==> src/logic/ldmr_pkg.sv <==
// package for lane data path mode routing constants and types
`default_nettype none
package ldmr_pkg;
	// top-level operating mode
	localparam logic OP_ETHERNET = 1'b0;
	localparam logic OP_REPEATER = 1'b1;
	// rate mode codes
	typedef enum logic [2:0] {
		RATE_LAN10 = 3'h0,
		RATE_WAN10 = 3'h1,
		RATE_GBE1 = 3'h2,
		RATE_OTU2 = 3'h3,
		RATE_OTU1E = 3'h4,
		RATE_OTU2E = 3'h5
	} ldmr_rate_t;
	// serial rate codes reported per side
	typedef enum logic [2:0] {
		SR_10P3125 = 3'h0,
		SR_9P95328 = 3'h1,
		SR_1P25 = 3'h2,
		SR_10P709 = 3'h3,
		SR_11P049 = 3'h4,
		SR_11P095 = 3'h5,
		SR_NONE = 3'h7
	} ldmr_srate_t;
	// ingress line-side decoder select, one-hot, all zero when no decoder is chosen
	localparam int SEL_WIS = 0;
	localparam int SEL_PCS10 = 1;
	localparam int SEL_PCS1 = 2;
	localparam int SEL_BYPASS = 3;
	localparam int SEL_W = 4;
	// stage enable bit positions
	localparam int STG_TIMING = 0;
	localparam int STG_SECURITY = 1;
	localparam int STG_MACA = 2;
	localparam int STG_MACB = 3;
	localparam int STG_W = 4;
	// equalizer tap clock codes
	localparam logic TAPCLK_10G = 1'b0;
	localparam logic TAPCLK_1GHZ = 1'b1;
	// autoneg side codes
	localparam logic [1:0] AN_OFF = 2'h0;
	localparam logic [1:0] AN_LINE = 2'h1;
	localparam logic [1:0] AN_HOST = 2'h2;
	// timestamp step modes
	localparam logic TS_ONE_STEP = 1'b0;
	localparam logic TS_TWO_STEP = 1'b1;
	// reset values
	localparam logic [1:0] RST_AN = 2'h0;
	localparam logic [SEL_W-1:0] RST_SEL = 4'h0;
	// synchronizer filter divider default
	localparam int SYNC_FILT_SHIFT = 4;
	// cross connect channel index width
	localparam int CH_W = 2;
endpackage : ldmr_pkg
`default_nettype wire

==> src/logic/ldmr_dir_if.sv <==
// interface carrying one direction's routing decision
`timescale 1ns/100ps
`default_nettype none
interface ldmr_dir_if;
	logic [ldmr_pkg::SEL_W-1:0] decSel;
	logic [ldmr_pkg::STG_W-1:0] stageEn;
	logic useFlowBuf;
	logic useRateFifo;
	logic elasticEn;
	logic [1:0] phaseErr;
	logic aligned;
	modport ctrl (output decSel, stageEn, useFlowBuf, useRateFifo, elasticEn, input phaseErr,
		aligned);
	modport path (input decSel, stageEn, useFlowBuf, useRateFifo, elasticEn, output phaseErr,
		aligned);
endinterface : ldmr_dir_if
`default_nettype wire

==> src/logic/ldmr_clock_align.sv <==
// repeater clock alignment filter for one direction
`timescale 1ns/100ps
`default_nettype none
module ldmr_clock_align #(
	parameter int ACC_W = 12
) (
	input wire logic core_clk,
	input wire logic rst_n,
	input wire logic clkEn,
	input wire logic phaseUp,
	input wire logic phaseDn,
	ldmr_dir_if.path dir
);
	typedef struct packed {
		logic [ACC_W-1:0] acc;
		logic [1:0] err;
		logic lock;
	} ldmr_ca_t;
	ldmr_ca_t st_q;
	ldmr_ca_t st_d;
	localparam logic [ACC_W-1:0] MID = {1'b1, {(ACC_W-1){1'b0}}};
	////////////////////////////////////////////////////////////////
	always_comb begin
		st_d = st_q;
		if (!dir.elasticEn) begin
			st_d.acc = MID;
			st_d.err = 2'h0;
			st_d.lock = 1'b0;
		end else begin
			// slow integrating filter tracks wander only
			if (phaseUp && !phaseDn && st_q.acc != {ACC_W{1'b1}}) st_d.acc = st_q.acc + 1'b1;
			else if (phaseDn && !phaseUp && st_q.acc != '0) st_d.acc = st_q.acc - 1'b1;
			st_d.err = {phaseUp, phaseDn};
			st_d.lock = (st_q.acc[ACC_W-1 -: ldmr_pkg::SYNC_FILT_SHIFT] ==
				MID[ACC_W-1 -: ldmr_pkg::SYNC_FILT_SHIFT]);
		end
	end
	always_ff @(posedge core_clk or negedge rst_n) begin
		if (!rst_n) st_q <= '{acc: MID, err: 2'h0, lock: 1'b0};
		else if (clkEn) st_q <= st_d;
	end
	assign dir.phaseErr = st_q.err;
	assign dir.aligned = st_q.lock;
endmodule : ldmr_clock_align
`default_nettype wire

==> src/logic/ldmr_lane.sv <==
// lane mode and routing control top
`timescale 1ns/100ps
`default_nettype none
// Behaviour
// - ethernet mode or repeater bypass per lane
// - ingress line to host, egress reverse
// - repeater tx clock aligned via filtered synchronizer
// - both repeater directions built identically
// - repeater host rate equals line rate
// - wan ingress routes through wis stage
// - lan to 10g pcs, 1g to 1g pcs
// - timing, security, macs each bypassable
// - host pcs chosen by rate mode
// - 10g egress host pcs to line pcs
// - wan egress frames via wis at 9.953
// - 1g egress via 1g pcs at 1.25
// - wan pairs 9.95328 line with 10.3125 host
// - macs off in ethernet mode uses rate compensating fifo
// - macs on uses flow control buffer
// - autoneg on one side only
// - tap registers clocked by serial clock
// - cross connect switches on selected events
// - one 1g pcs per side, both coded
// - timing stage supports one and two step
// - rx and tx share one rate mode
module ldmr_lane #(
	parameter int NUM_CH = 4,
	parameter int EVT_W = 4
) (
	input wire logic core_clk,
	input wire logic rst_n,
	input wire logic clkEn,
	input wire logic cfgRepeater,
	input wire logic [2:0] cfgRate,
	input wire logic [ldmr_pkg::STG_W-1:0] cfgIngStages,
	input wire logic [ldmr_pkg::STG_W-1:0] cfgEgrStages,
	input wire logic cfgWisEn,
	input wire logic [1:0] cfgAnReq,
	input wire logic cfgTwoStep,
	input wire logic [ldmr_pkg::CH_W-1:0] cfgXcDefault,
	input wire logic [ldmr_pkg::CH_W-1:0] cfgXcAlt,
	input wire logic [EVT_W-1:0] cfgXcEvtMask,
	input wire logic [EVT_W-1:0] xcEvents,
	input wire logic ingPhaseUp,
	input wire logic ingPhaseDn,
	input wire logic egrPhaseUp,
	input wire logic egrPhaseDn,
	output logic [ldmr_pkg::SEL_W-1:0] ingDecSel,
	output logic [ldmr_pkg::SEL_W-1:0] egrEncSel,
	output logic ingHostPcs10,
	output logic ingHostPcs1,
	output logic egrHostPcs10,
	output logic egrHostPcs1,
	output logic [ldmr_pkg::STG_W-1:0] ingStageEn,
	output logic [ldmr_pkg::STG_W-1:0] egrStageEn,
	output logic useFlowBuf,
	output logic useRateFifo,
	output logic elasticEn,
	output logic [2:0] lineRate,
	output logic [2:0] hostRate,
	output logic [1:0] anSide,
	output logic tapClkSel,
	output logic tsTwoStep,
	output logic [ldmr_pkg::CH_W-1:0] xcSel,
	output logic xcSwitched,
	output logic ingAligned,
	output logic egrAligned,
	output logic [1:0] ingPhaseErr,
	output logic [1:0] egrPhaseErr,
	output logic cfgError
);
	typedef struct packed {
		logic [ldmr_pkg::SEL_W-1:0] ingSel;
		logic [ldmr_pkg::SEL_W-1:0] egrSel;
		logic [3:0] hostPcs;
		logic [ldmr_pkg::STG_W-1:0] ingStg;
		logic [ldmr_pkg::STG_W-1:0] egrStg;
		logic flowBuf;
		logic rateFifo;
		logic elastic;
		logic [2:0] lRate;
		logic [2:0] hRate;
		logic [1:0] an;
		logic tapClk;
		logic twoStep;
		logic [ldmr_pkg::CH_W-1:0] xc;
		logic xcSw;
		logic xcAlt;
		logic [1:0] ingErr;
		logic [1:0] egrErr;
		logic ingAl;
		logic egrAl;
		logic err;
	} ldmr_st_t;
	ldmr_st_t st_q;
	ldmr_st_t st_d;
	////////////////////////////////////////////////////////////////
	// direction carriers and alignment paths
	ldmr_dir_if ingDir ();
	ldmr_dir_if egrDir ();
	// same alignment module for both directions
	ldmr_clock_align #(.ACC_W(12)) u_ing_align (
		.core_clk(core_clk),
		.rst_n(rst_n),
		.clkEn(clkEn),
		.phaseUp(ingPhaseUp),
		.phaseDn(ingPhaseDn),
		.dir(ingDir.path)
	);
	ldmr_clock_align #(.ACC_W(12)) u_egr_align (
		.core_clk(core_clk),
		.rst_n(rst_n),
		.clkEn(clkEn),
		.phaseUp(egrPhaseUp),
		.phaseDn(egrPhaseDn),
		.dir(egrDir.path)
	);
	assign ingDir.decSel = st_q.ingSel;
	assign ingDir.stageEn = st_q.ingStg;
	assign ingDir.useFlowBuf = st_q.flowBuf;
	assign ingDir.useRateFifo = st_q.rateFifo;
	assign ingDir.elasticEn = st_q.elastic;
	assign egrDir.decSel = st_q.egrSel;
	assign egrDir.stageEn = st_q.egrStg;
	assign egrDir.useFlowBuf = st_q.flowBuf;
	assign egrDir.useRateFifo = st_q.rateFifo;
	assign egrDir.elasticEn = st_q.elastic;
	////////////////////////////////////////////////////////////////
	// line decoder select for a rate mode
	function automatic logic [ldmr_pkg::SEL_W-1:0] lineSel(input logic rep, input logic [2:0] r,
		input logic wis);
		logic [ldmr_pkg::SEL_W-1:0] s;
		s = '0;
		if (rep) s[ldmr_pkg::SEL_BYPASS] = 1'b1;
		else if (r == ldmr_pkg::RATE_WAN10 && wis) s[ldmr_pkg::SEL_WIS] = 1'b1;
		else if (r == ldmr_pkg::RATE_LAN10) s[ldmr_pkg::SEL_PCS10] = 1'b1;
		else if (r == ldmr_pkg::RATE_GBE1) s[ldmr_pkg::SEL_PCS1] = 1'b1;
		return s;
	endfunction : lineSel
	// serial rate for a mode code
	function automatic logic [2:0] serRate(input logic [2:0] r);
		logic [2:0] s;
		s = ldmr_pkg::SR_NONE;
		unique case (r)
			ldmr_pkg::RATE_LAN10: s = ldmr_pkg::SR_10P3125;
			ldmr_pkg::RATE_WAN10: s = ldmr_pkg::SR_9P95328;
			ldmr_pkg::RATE_GBE1: s = ldmr_pkg::SR_1P25;
			ldmr_pkg::RATE_OTU2: s = ldmr_pkg::SR_10P709;
			ldmr_pkg::RATE_OTU1E: s = ldmr_pkg::SR_11P049;
			ldmr_pkg::RATE_OTU2E: s = ldmr_pkg::SR_11P095;
			default: s = ldmr_pkg::SR_NONE;
		endcase
		return s;
	endfunction : serRate
	////////////////////////////////////////////////////////////////
	logic isOtn;
	logic isEth;
	logic isWan;
	logic is1g;
	logic illegal;
	logic anyMac;
	logic evtHit;
	assign isOtn = cfgRate == ldmr_pkg::RATE_OTU2 || cfgRate == ldmr_pkg::RATE_OTU1E ||
		cfgRate == ldmr_pkg::RATE_OTU2E;
	assign isEth = !cfgRepeater;
	assign isWan = cfgRate == ldmr_pkg::RATE_WAN10;
	assign is1g = cfgRate == ldmr_pkg::RATE_GBE1;
	// otn only in repeater, wan only in ethernet, plus unused codes
	assign illegal = cfgRate > ldmr_pkg::RATE_OTU2E || (isEth && isOtn) ||
		(cfgRepeater && isWan);
	assign anyMac = isEth && (cfgIngStages[ldmr_pkg::STG_MACA] ||
		cfgIngStages[ldmr_pkg::STG_MACB] || cfgEgrStages[ldmr_pkg::STG_MACA] ||
		cfgEgrStages[ldmr_pkg::STG_MACB]);
	assign evtHit = |(xcEvents & cfgXcEvtMask);
	always_comb begin
		st_d = st_q;
		st_d.err = illegal || cfgAnReq == 2'h3;
		if (illegal) begin
			// hold previous routing on an illegal mode
			st_d.ingSel = st_q.ingSel;
		end else begin
			// one mode code feeds both directions
			st_d.ingSel = lineSel(cfgRepeater, cfgRate, cfgWisEn);
			st_d.egrSel = lineSel(cfgRepeater, cfgRate, cfgWisEn);
			// host pcs per direction: {egr1g, egr10g, ing1g, ing10g}
			st_d.hostPcs = isEth ? {is1g, !is1g, is1g, !is1g} : 4'h0;
			// stages bypass individually, none in repeater
			st_d.ingStg = isEth ? cfgIngStages : '0;
			st_d.egrStg = isEth ? cfgEgrStages : '0;
			st_d.flowBuf = anyMac;
			st_d.rateFifo = isEth && !anyMac;
			st_d.elastic = cfgRepeater;
			// line rate and host rate
			st_d.lRate = serRate(cfgRate);
			st_d.hRate = isWan ? ldmr_pkg::SR_10P3125 : serRate(cfgRate);
			st_d.tapClk = is1g ? ldmr_pkg::TAPCLK_1GHZ : ldmr_pkg::TAPCLK_10G;
		end
		// never both sides, line wins a double request
		unique case (cfgAnReq)
			ldmr_pkg::AN_LINE: st_d.an = ldmr_pkg::AN_LINE;
			ldmr_pkg::AN_HOST: st_d.an = ldmr_pkg::AN_HOST;
			ldmr_pkg::AN_OFF: st_d.an = ldmr_pkg::AN_OFF;
			default: st_d.an = ldmr_pkg::AN_LINE;
		endcase
		st_d.twoStep = cfgTwoStep ? ldmr_pkg::TS_TWO_STEP : ldmr_pkg::TS_ONE_STEP;
		// cross connect: event moves to alternate, path stays up
		st_d.xcSw = 1'b0;
		if (evtHit && !st_q.xcAlt) begin
			st_d.xcAlt = 1'b1;
			st_d.xcSw = 1'b1;
		end else if (cfgXcEvtMask == '0) begin
			st_d.xcAlt = 1'b0;
		end
		st_d.xc = st_d.xcAlt ? cfgXcAlt : cfgXcDefault;
		if (int'(st_d.xc) >= NUM_CH) st_d.xc = st_q.xc;
		st_d.ingErr = ingDir.phaseErr;
		st_d.egrErr = egrDir.phaseErr;
		st_d.ingAl = ingDir.aligned;
		st_d.egrAl = egrDir.aligned;
	end
	always_ff @(posedge core_clk or negedge rst_n) begin
		if (!rst_n) begin
			st_q <= '0;
			st_q.an <= ldmr_pkg::RST_AN;
			st_q.ingSel <= ldmr_pkg::RST_SEL;
			st_q.egrSel <= ldmr_pkg::RST_SEL;
			st_q.lRate <= ldmr_pkg::SR_NONE;
			st_q.hRate <= ldmr_pkg::SR_NONE;
		end else if (clkEn) begin
			st_q <= st_d;
		end
	end
	////////////////////////////////////////////////////////////////
	// outputs straight from state
	assign ingDecSel = st_q.ingSel;
	assign egrEncSel = st_q.egrSel;
	assign ingHostPcs10 = st_q.hostPcs[0];
	assign ingHostPcs1 = st_q.hostPcs[1];
	assign egrHostPcs10 = st_q.hostPcs[2];
	assign egrHostPcs1 = st_q.hostPcs[3];
	assign ingStageEn = st_q.ingStg;
	assign egrStageEn = st_q.egrStg;
	assign useFlowBuf = st_q.flowBuf;
	assign useRateFifo = st_q.rateFifo;
	assign elasticEn = st_q.elastic;
	assign lineRate = st_q.lRate;
	assign hostRate = st_q.hRate;
	assign anSide = st_q.an;
	assign tapClkSel = st_q.tapClk;
	assign tsTwoStep = st_q.twoStep;
	assign xcSel = st_q.xc;
	assign xcSwitched = st_q.xcSw;
	assign ingAligned = st_q.ingAl;
	assign egrAligned = st_q.egrAl;
	assign ingPhaseErr = st_q.ingErr;
	assign egrPhaseErr = st_q.egrErr;
	assign cfgError = st_q.err;
endmodule : ldmr_lane
`default_nettype wire

==> config.mk <==
export PLATFORM = sky130hd
export DESIGN_NAME = ldmr_lane
export DESIGN_NICKNAME = d
export VERILOG_FILES = /design/src/logic/ldmr_pkg.sv /design/src/logic/ldmr_dir_if.sv /design/src/logic/ldmr_clock_align.sv /design/src/logic/ldmr_lane.sv
export SDC_FILE = /design/constraint.sdc
export NUM_CORES = 1
export LEC_CHECK = 0
export ABC_AREA = 0
export ABC_CLOCK_PERIOD_IN_PS = 4200
export BUFFER_PORTS_ARGS = -buffer_cell sky130_fd_sc_hd__buf_2
export CORE_ASPECT_RATIO = 1.1
export CORE_MARGIN = 10
export CORE_UTILIZATION = 50
export DETAILED_ROUTE_END_ITERATION = 16
export HOLD_SLACK_MARGIN = 0.12
export PLACE_DENSITY = 0.7
export SLEW_MARGIN = 5
export SYNTH_ARGS = -nofsm -noshare
export SYNTH_HDL_FRONTEND = slang
export SYNTH_SLANG_ARGS = --single-unit
==> constraint.sdc <==
create_clock -name core_clk -period 4.2 [get_ports core_clk]
set_input_delay 0.84 -clock core_clk [delete_from_list [all_inputs] [get_ports core_clk]]
set_output_delay 0.84 -clock core_clk [all_outputs]
set_load 0.005 [all_outputs]
# [Word level (Yosys, flattened, before mapping)]
# Index checks and enable logic that the tools add are counted.
[classes] add_sub_neg=4 n_lt_le_gt_ge=1 eq_ne=13 mux=25 bitwise=2 n_reduce_logical=39
[ops] op="$mux W12" n=4
[ops] op="$mux W15" n=2
[ops] op="$add A12 B1 Y12 const B" n=2
[ops] op="$ne A12 B12 Y1 const B" n=2
[ops] op="$reduce_bool A12 Y1" n=2
[ops] op="$sub A12 B1 Y12 const B" n=2
[ops] op="$pmux W3 S6" n=1
[ops] op="$pmux W3 S5" n=1
[ops] op="$logic_and A1 B1 Y1" n=14
[ops] op="$mux W4" n=3
[ops] op="$mux W1" n=9
[ops] op="$eq A4 B4 Y1 const B" n=2
[ops] op="$logic_not A1 Y1" n=8
[ops] op="$logic_or A1 B1 Y1" n=8
[ops] op="$eq A3 B2 Y1 const B" n=2
[ops] op="$eq A3 B3 Y1 const B" n=2
[ops] op="$mux W3" n=2
[ops] op="$ne A3 B1 Y1 const B" n=2
[ops] op="$reduce_and A2 Y1" n=3
[ops] op="$and A4 B4 Y4" n=1
[ops] op="$eq A2 B2 Y1 const B" n=2
[ops] op="$logic_not A4 Y1" n=1
[ops] op="$mux W2" n=2
[ops] op="$pmux W2 S2" n=1
[ops] op="other kinds (6)" n=6
[word_totals] ff_bits=70 inputBits=35 out_inout_bits=43 word_cells=110

# [Depth between registers and ports, before layout]
# Gate-level depths: netlist (run 1).
[logic_depth] depth_word=8 ltp_mapped=10 ltp_nobuf=10

# [Modules after synthesis]
# Synthesis (run 1) repeated with hierarchy kept, for this count alone.
[unflattened] cells_unflattened=409 area_unflattened_um2=4220.3
[by_module_without_submodules] module="ldmr_lane" instances=1 cells_each=161 area_per_inst_um2=1869.3 seq_area_each_um2=933.4
[by_module_without_submodules] module="ldmr_clock_align (u_egr_align)" instances=1 cells_each=124 area_per_inst_um2=1178.6 seq_area_each_um2=376.6
[by_module_without_submodules] module="ldmr_clock_align (u_ing_align)" instances=1 cells_each=124 area_per_inst_um2=1172.4 seq_area_each_um2=376.6

# [Least setup slack after synthesis (run 1)]
# No wires, ideal clock.
[synth_path] path_kind="reg-to-reg" from="register u_ing_align.st_q[14] (netlist name)" to="register u_ing_align.st_q[14] (netlist name)" setup_ns=0.105 arrival_time_ns=2.826 required_time_ns=4.095 slack_ns=1.269 path_stages_with_launch=10 path_buffers=0 synth_period_minus_slack_ns=2.931 path_cell_list="dfstp_2 > nand4_1 > o311ai_4 > ha_1 > a211oi_1 > o21ai_2 > o21ai_2 > a31o_1 > mux2_4 > a2111oi_2"
[synth_between] elab_chain_len=4 elab_cells_between_ends=11 cone_classes="2 x add/sub; 2 x eq/ne; 3 x mux; 4 x reduce/logical"
[synth_rtl] element="start: declaration" line_no="ldmr_clock_align.sv:19" rtl="ldmr_ca_t st_q;"
[synth_rtl] element="start signal: assignment" line_no="ldmr_clock_align.sv:39" rtl="if (!rst_n) st_q <= '{acc: MID, err: 2'h0, lock: 1'b0};"
[synth_rtl] element="start signal: assignment" line_no="ldmr_clock_align.sv:40" rtl="else if (clkEn) st_q <= st_d;"
[synth_rtl] element="$sub A12 B1 Y12, or another cell as far along" line_no="ldmr_clock_align.sv:32" rtl="else if (phaseDn && !phaseUp && st_q.acc != '0) st_d.acc = st_q.acc - 1'b1;"
[synth_rtl] element="$mux W12, or another cell as far along" line_no="ldmr_clock_align.sv:32"
[synth_rtl] element="$mux W12 / $ne A3 B1 Y1 (equally long branches)"
[synth_rtl] element="$mux W15 / $reduce_and A2 Y1 (equally long branches)"
# Several ways; a longest one is shown, not always the timed one. The select of a mux whose other input is x is not followed.
# A chain may end at the register's enable or synchronous reset.

# [Final worst setup path (run 1)]
# Ends and elaborated chain as after synthesis.

==> results of run 1 <==
-- worst max-delay path: stages (launching register included) --
cell       delay (ps)
dfstp_2           590
nand4_1           160
o311ai_4          630
ha_1              370
a211oi_1          290
o21ai_2           120
o21ai_2           160
a31o_1            250
mux2_4            330
a2111oi_2         280
-- state kept, by name, summed over array words and instances (netlist names), 2 cells and up --
name / count
egrPhaseErr: 2
ingPhaseErr: 2
lineRate: 3
ingStageEn: 4
anSide: 2
xcSel: 2
u_egr_align.st_q: 12
hostRate: 3
u_egr_align.dir.phaseErr: 2
u_ing_align.dir.phaseErr: 2
egrEncSel: 4
u_ing_align.st_q: 12
egrStageEn: 4
-- per-layer routing --
metal  vias to the layer above  wire (microns)
li1                       1578               -
met1                      1478            3850
met2                        80            4130
met3                        15             572
met4                         0             195
met5                         -               0
-- stage by stage --
stage | hold slack [ps] | util [%] | setup slack (ps) | cell area, sq um | total power (W)
6_report | 437 | 57.3 | 924 | 4560 | 0.00276
5_1_grt | 472 | 57.3 | 721 | 4560 | 0.00298
4_1_cts | 447 | 57.3 | 922 | 4560 | 0.00278
3_5_place_dp | 466 | 54.6 | 935 | 4340 | 0.00217
3_3_place_gp | 455 | 54.6 | 1010 | 4340 | 0.00214
2_1_floorplan | 451 | - | 1270 | 4100 | 0.00193
-- logic make-up (layout without fill, tap and decap cells) --
group           count (synthesis)  after routing  share of synthesized area [%]
simple gates                  121            121                           14.9
compound gates                111            111                           18.9
xor+xnor                       17             17                           3.63
mux                            16             16                           4.42
fa+ha+maj                      24             24                           7.69
flops                          67             67                           41.1
buf+inv                        68            117                           9.31
other cells                     0              1                              0
-- worst paths after layout --
kind / start / to / slack, ps
max: u_ing_align.st_q[14] / u_ing_align.st_q[14] / 920
min: rst_n / u_egr_align.st_q[9] / 440
max reg2reg: u_ing_align.st_q[14] / u_ing_align.st_q[14] / 920
min reg2reg: egrStageEn[2] / egrStageEn[2] / 480
max in group asynchronous: rst_n / u_ing_align.st_q[12] / 2800
min in group core_clk: egrStageEn[2] / egrStageEn[2] / 480
-- layout make-up --
cell class | count | area (sq um)
fill | 709 | 3390
multi-input combinational | 289 | 2030
sequential | 67 | 1690
timing repair buffer | 80 | 408
tap | 108 | 135
clock buffer | 10 | 128
clock inverter | 6 | 90.1
inverter | 21 | 78.8
antenna | 1 | 2.50
-- power by group through the flow --
stage          clock [W]  combinational, W  sequential [W]
2_1_floorplan          0          0.000979        0.000949
3_3_place_gp           0           0.00115        0.000996
4_1_cts         0.000609           0.00118        0.000991
3_5_place_dp           0           0.00117         0.00100
6_report        0.000596           0.00117        0.000995
5_1_grt         0.000640           0.00132         0.00102
-- cells in the final DEF (no fill, tap or decap), types with 10 or more instances in the layout --
master and n:
a21oi_1 21, a22o_1 11, buf_2 77, dfrtp_1 59
ha_1 22, inv_1 20, mux2_2 13, nand2_1 45
nand2b_1 12, nand3_1 12, nand4_1 10, nor2_1 13
o21ai_0 37
==> flow_metrics.py, run 1 <==
metrics = {
    "power": {
        "clkPwrFrac_pct": 21.6,
        "swShare_pct": 37.8,
        "switchingPower_w": 0.00104,
        "vdd_drop_max_mv": 0.249,
        "power.internal_w": 0.00172,
        "power_density_nw_per_um2": 606,
        "p_leak_nw": 2.21,
        "combPwrFrac_pct": 42.4,
        "seqPwrFrac_pct": 36.0,
    },
    "synth": {
        "synth_warnings": 0,
        "netlist_top_cells_area": "dfrtp_1 (36%), ha_1 (6.7%), buf_4 (6.0%)",
        "synth-edff-count": 0,
        "synth.distinct_cells": 53,
        "synthFlopType": "dfrtp_1",
        "syn_area_sq_um": 4100,
        "netlist_top_cells_count": "dfrtp_1 (59), nand2_1 (45), o21ai_0 (37)",
        "synth_seq_cells": 67,
        "synth_area_leader_cell": "dfrtp_1",
        "yosys.area.top_type_share_pct": 36.0,
        "syn_inst": 424,
        "synth_area_per_cell_sq_um": 9.67,
        "async_reset_ff_share_pct": 100,
        "synth.yosys.seq_area_share_pct": 41.1,
        "synth.most_common_cell": "dfrtp_1",
        "synth_fp_nets": 483,
    },
    "sta": {
        "fin_tns_setup_ps": 0,
        "rsz0062_at_grt": "no",
        "slew_viol_final": 0,
        "tightest_slew_ps": 943,
        "skew_ps": 12.5,
        "min_period_ps": 3280,
        "fmax_ghz": 0.305,
        "hold_viol_final": 0,
        "relSlewSlack_pct": 37.1,
        "finalSetupViolCount": 0,
        "fin_crit_sh_pct": 78.0,
    },
    "critical_path": {
        "crit_arrival_ps": 3520,
        "path_class": "reg -> reg",
        "cp.required_ps": 4440,
        "cp_max_fo": 16,
        "start_kind": "flip-flop",
        "setup.worst_path.end_class": "flip-flop",
        "reg2regPathDepth": 9,
    },
    "floorplanning": {
        "core_area_sq_um": 7960,
        "initial_core_util_pct": 51.5,
        "die_h_microns": 115,
        "die_x_microns": 106,
        "die-area_sq_um": 12200,
        "rows": 34,
        "io_pins": 78,
    },
    "global_routing": {
        "gr-max-usage-layer": "met2",
        "grt_overflow": 0,
        "grt_max_degree": 49,
        "use_met3_pct": 3.97,
        "grt_util_met2_pct": 23.9,
        "grt_first_pass_wirelength_mm": 14.8,
        "use_met1_pct": 17.2,
        "grt_pass1_vias": 3150,
        "track_usage_pct": 14.6,
        "antenna_found_initial": 1,
    },
    "cells_and_area": {
        "area_growth_pct": 11.2,
        "final_cells": 582,
        "nNetsFinal": 527,
        "layout-drive-gt1-share_pct": 27.9,
    },
    "placed_design": {
        "hpwl_mm": 6.47,
        "globalplace.congestion": 0.836,
        "dpl.cell_count": 565,
        "portBuffers": 77,
    },
    "clock_tree": {
        "cts.path.max_buffers": 2,
        "cts_root_buffer": "clkbuf_8",
        "path_clk_slew_ps": 70,
        "cts_sinks": 67,
        "numCtsBuffers": 9,
        "cts_max_level": 3,
        "cts_resized": 0,
        "post_cts_buffers": 0,
        "cts_tree": "yes",
        "hold_buffers": 0,
        "worstSkewPairLatency_ps": 350,
    },
    "drt": {
        "detail-route-antenna-nets": 0,
        "vias_per_cell": 5.41,
        "dr_total_vias": 3151,
        "drcViolationCount": 0,
        "first_pass_iters": 4,
        "wl_mm": 8.75,
        "dr.first_iter.drc_count": 178,
        "wl_per_cell_microns": 15.0,
    },
    "flow_run": {
        "maxCapViolations": 0,
    },
    "status": {
        "outcome": "complete, no violations",
    },
    "worst_hold_path": {
        "hold_class": "in -> async",
    },
}
Power figures use the tool's default switching activity.
==> run 2: changes to the inputs <==
Settings changed: ABC_CLOCK_PERIOD_IN_PS 4200 to 3300.
Clock period 4.2 ns to 3.3 ns, I/O delays scaled along.
==> flow_metrics.py, run 2 (synthesis gave the netlist of run 1 again) <==
metrics = {
    "sta": {
        "fin_tns_setup_ps": 0,
        "finalSetupViolCount": 0,
        "rsz0062_at_grt": "no",
        "fin_crit_sh_pct": 94.1,
        "hold_viol_final": 0,
        "relSlewSlack_pct": 51.6,
        "setup_ws_ps": 194,
        "skew_ps": 9.47,
        "min_period_ps": 3110,
        "slew_viol_final": 0,
        "fmax_ghz": 0.322,
        "tightest_slew_ps": 726,
    },
    "cells_and_area": {
        "top_regs": "u_egr_align.st_q (12), u_ing_align.st_q (12)",
        "area_growth_pct": 12.5,
        "layout-drive-gt1-share_pct": 28.9,
        "nNetsFinal": 532,
        "diodes": 0,
        "fin_util_pct": 58.0,
        "mostFrequentLayoutCell": "buf_2",
        "final_cell_mix": "buf_2 (77), dfrtp_1 (59), nand2_1 (45), o21ai_0 (37), ha_1 (22)",
        "register_area_sq_um": 1690,
        "multiInputGateArea_sq_um": 2030,
        "fill_cells": 729,
    },
    "floorplanning": {
        "die-area_sq_um": 12200,
        "io_pins": 78,
        "initial_core_util_pct": 51.5,
        "core_area_sq_um": 7960,
        "rows": 34,
        "die_x_microns": 106,
        "die_h_microns": 115,
    },
    "critical_path": {
        "path_class": "reg -> reg",
        "cp_max_fo": 12,
        "start_kind": "flip-flop",
        "reg2regPathDepth": 9,
        "rr_startpoint": "u_egr_align.st_q[6]",
        "crit_arrival_ps": 3350,
        "setup.worst_path.end_class": "flip-flop",
        "crit-reg2reg-capture": "u_egr_align.st_q[14]",
        "r2r_setup_slack_ps": 190,
        "cp.required_ps": 3540,
    },
    "flow_run": {
        "maxCapViolations": 0,
    },
    "clock_tree": {
        "numCtsBuffers": 9,
        "cts.path.max_buffers": 2,
        "path_clk_slew_ps": 80,
        "hold_buffers": 0,
        "cts_max_level": 3,
        "cts_sinks": 67,
        "cts_tree": "yes",
        "cts_root_buffer": "clkbuf_8",
        "worstSkewPairLatency_ps": 340,
        "post_cts_buffers": 0,
    },
    "drt": {
        "dr_total_vias": 3211,
        "dr.first_iter.drc_count": 240,
        "wl_per_cell_microns": 15.3,
        "detail-route-antenna-nets": 0,
        "first_pass_iters": 4,
        "wl_mm": 8.96,
        "drcViolationCount": 0,
        "vias_per_cell": 5.48,
    },
    "power": {
        "power_density_nw_per_um2": 776,
        "p_total_w": 0.00358,
        "p_leak_nw": 2.24,
        "vdd_drop_max_mv": 0.280,
    },
    "global_routing": {
        "track_usage_pct": 14.9,
        "grt_first_pass_wirelength_mm": 15.2,
        "antenna_found_initial": 0,
        "grt_overflow": 0,
        "grt_max_degree": 41,
        "grt_pass1_vias": 3241,
    },
    "worst_hold_path": {
        "hold_class": "in -> async",
    },
    "placed_design": {
        "hpwl_mm": 6.72,
        "globalplace.congestion": 0.861,
        "pre_cts_slack_ps": 198,
        "portBuffers": 77,
    },
    "status": {
        "outcome": "complete, no violations",
    },
}
run 2: per-stage QoR:
stage	hold WS (ps)	cells	instance area, sq um
floorplan	364	424	4100
global placement	455	570	4380
detailed placement	465	570	4380
CTS	378	586	4610
global route	414	586	4610
finish	371	586	4610
run 2: routing by layer:
| metal | routed length [microns] | vias up | track usage, % |
|---|---|---|---|
| met1 | 3830 | 1536 | 17.4 |
| met3 | 584 | 12 | 4.03 |
| met5 | 0 | - | 0 |
| li1 | - | 1581 | - |
| met2 | 4400 | 82 | 25.2 |
| met4 | 148 | 0 | 6.59 |
run 2: cell type report:
cell class	instances	area share, %
Multi-Input combinational cell	289	44.1
Sequential cell	67	36.6
Timing Repair Buffer	85	9.66
Clock buffer	10	2.99
Tap cell	108	2.93
Clock inverter	6	2.06
Inverter	21	1.71
run 2: worst max path at each step:
stage / slack, ps / end / cells past startpoint / from
3_5_place_dp: 200 / u_egr_align.st_q[14] / 9 / u_egr_align.st_q[14]
3_3_place_gp: 290 / u_egr_align.st_q[14] / 9 / u_egr_align.st_q[14]
6_report: 190 / u_egr_align.st_q[14] / 9 / u_egr_align.st_q[6]
5_1_grt: 20 / u_egr_align.st_q[14] / 9 / u_egr_align.st_q[6]
4_1_cts: 180 / u_egr_align.st_q[14] / 9 / u_egr_align.st_q[14]
2_1_floorplan: 370 / u_ing_align.st_q[14] / 9 / u_ing_align.st_q[14]
run 2: critical path: stages, from the launching register on:
cell and delay [ps]:
dfrtp_1 470, nand4_1 190, o311ai_4 640, ha_1 390
o21a_1 210, or2_0 240, a41oi_2 230, nor2_1 100
and4_4 210, a2111oi_2 330
run 2: report_power, final:
group	internal, W	leakage [nW]	total (W)	switching (W)
Clock	0.000454	0.117	0.000797	0.000343
Combinational	0.000727	1.28	0.00152	0.000796
Sequential	0.00104	0.843	0.00126	0.000215
Total	0.00222	2.24	0.00358	0.00135
run 2: repair_timing:
item                                    4_1_cts  5_1_grt
endpoints found under the setup margin        0        2
endpoints found under the hold margin         0        0
gates resized for setup                       0        0
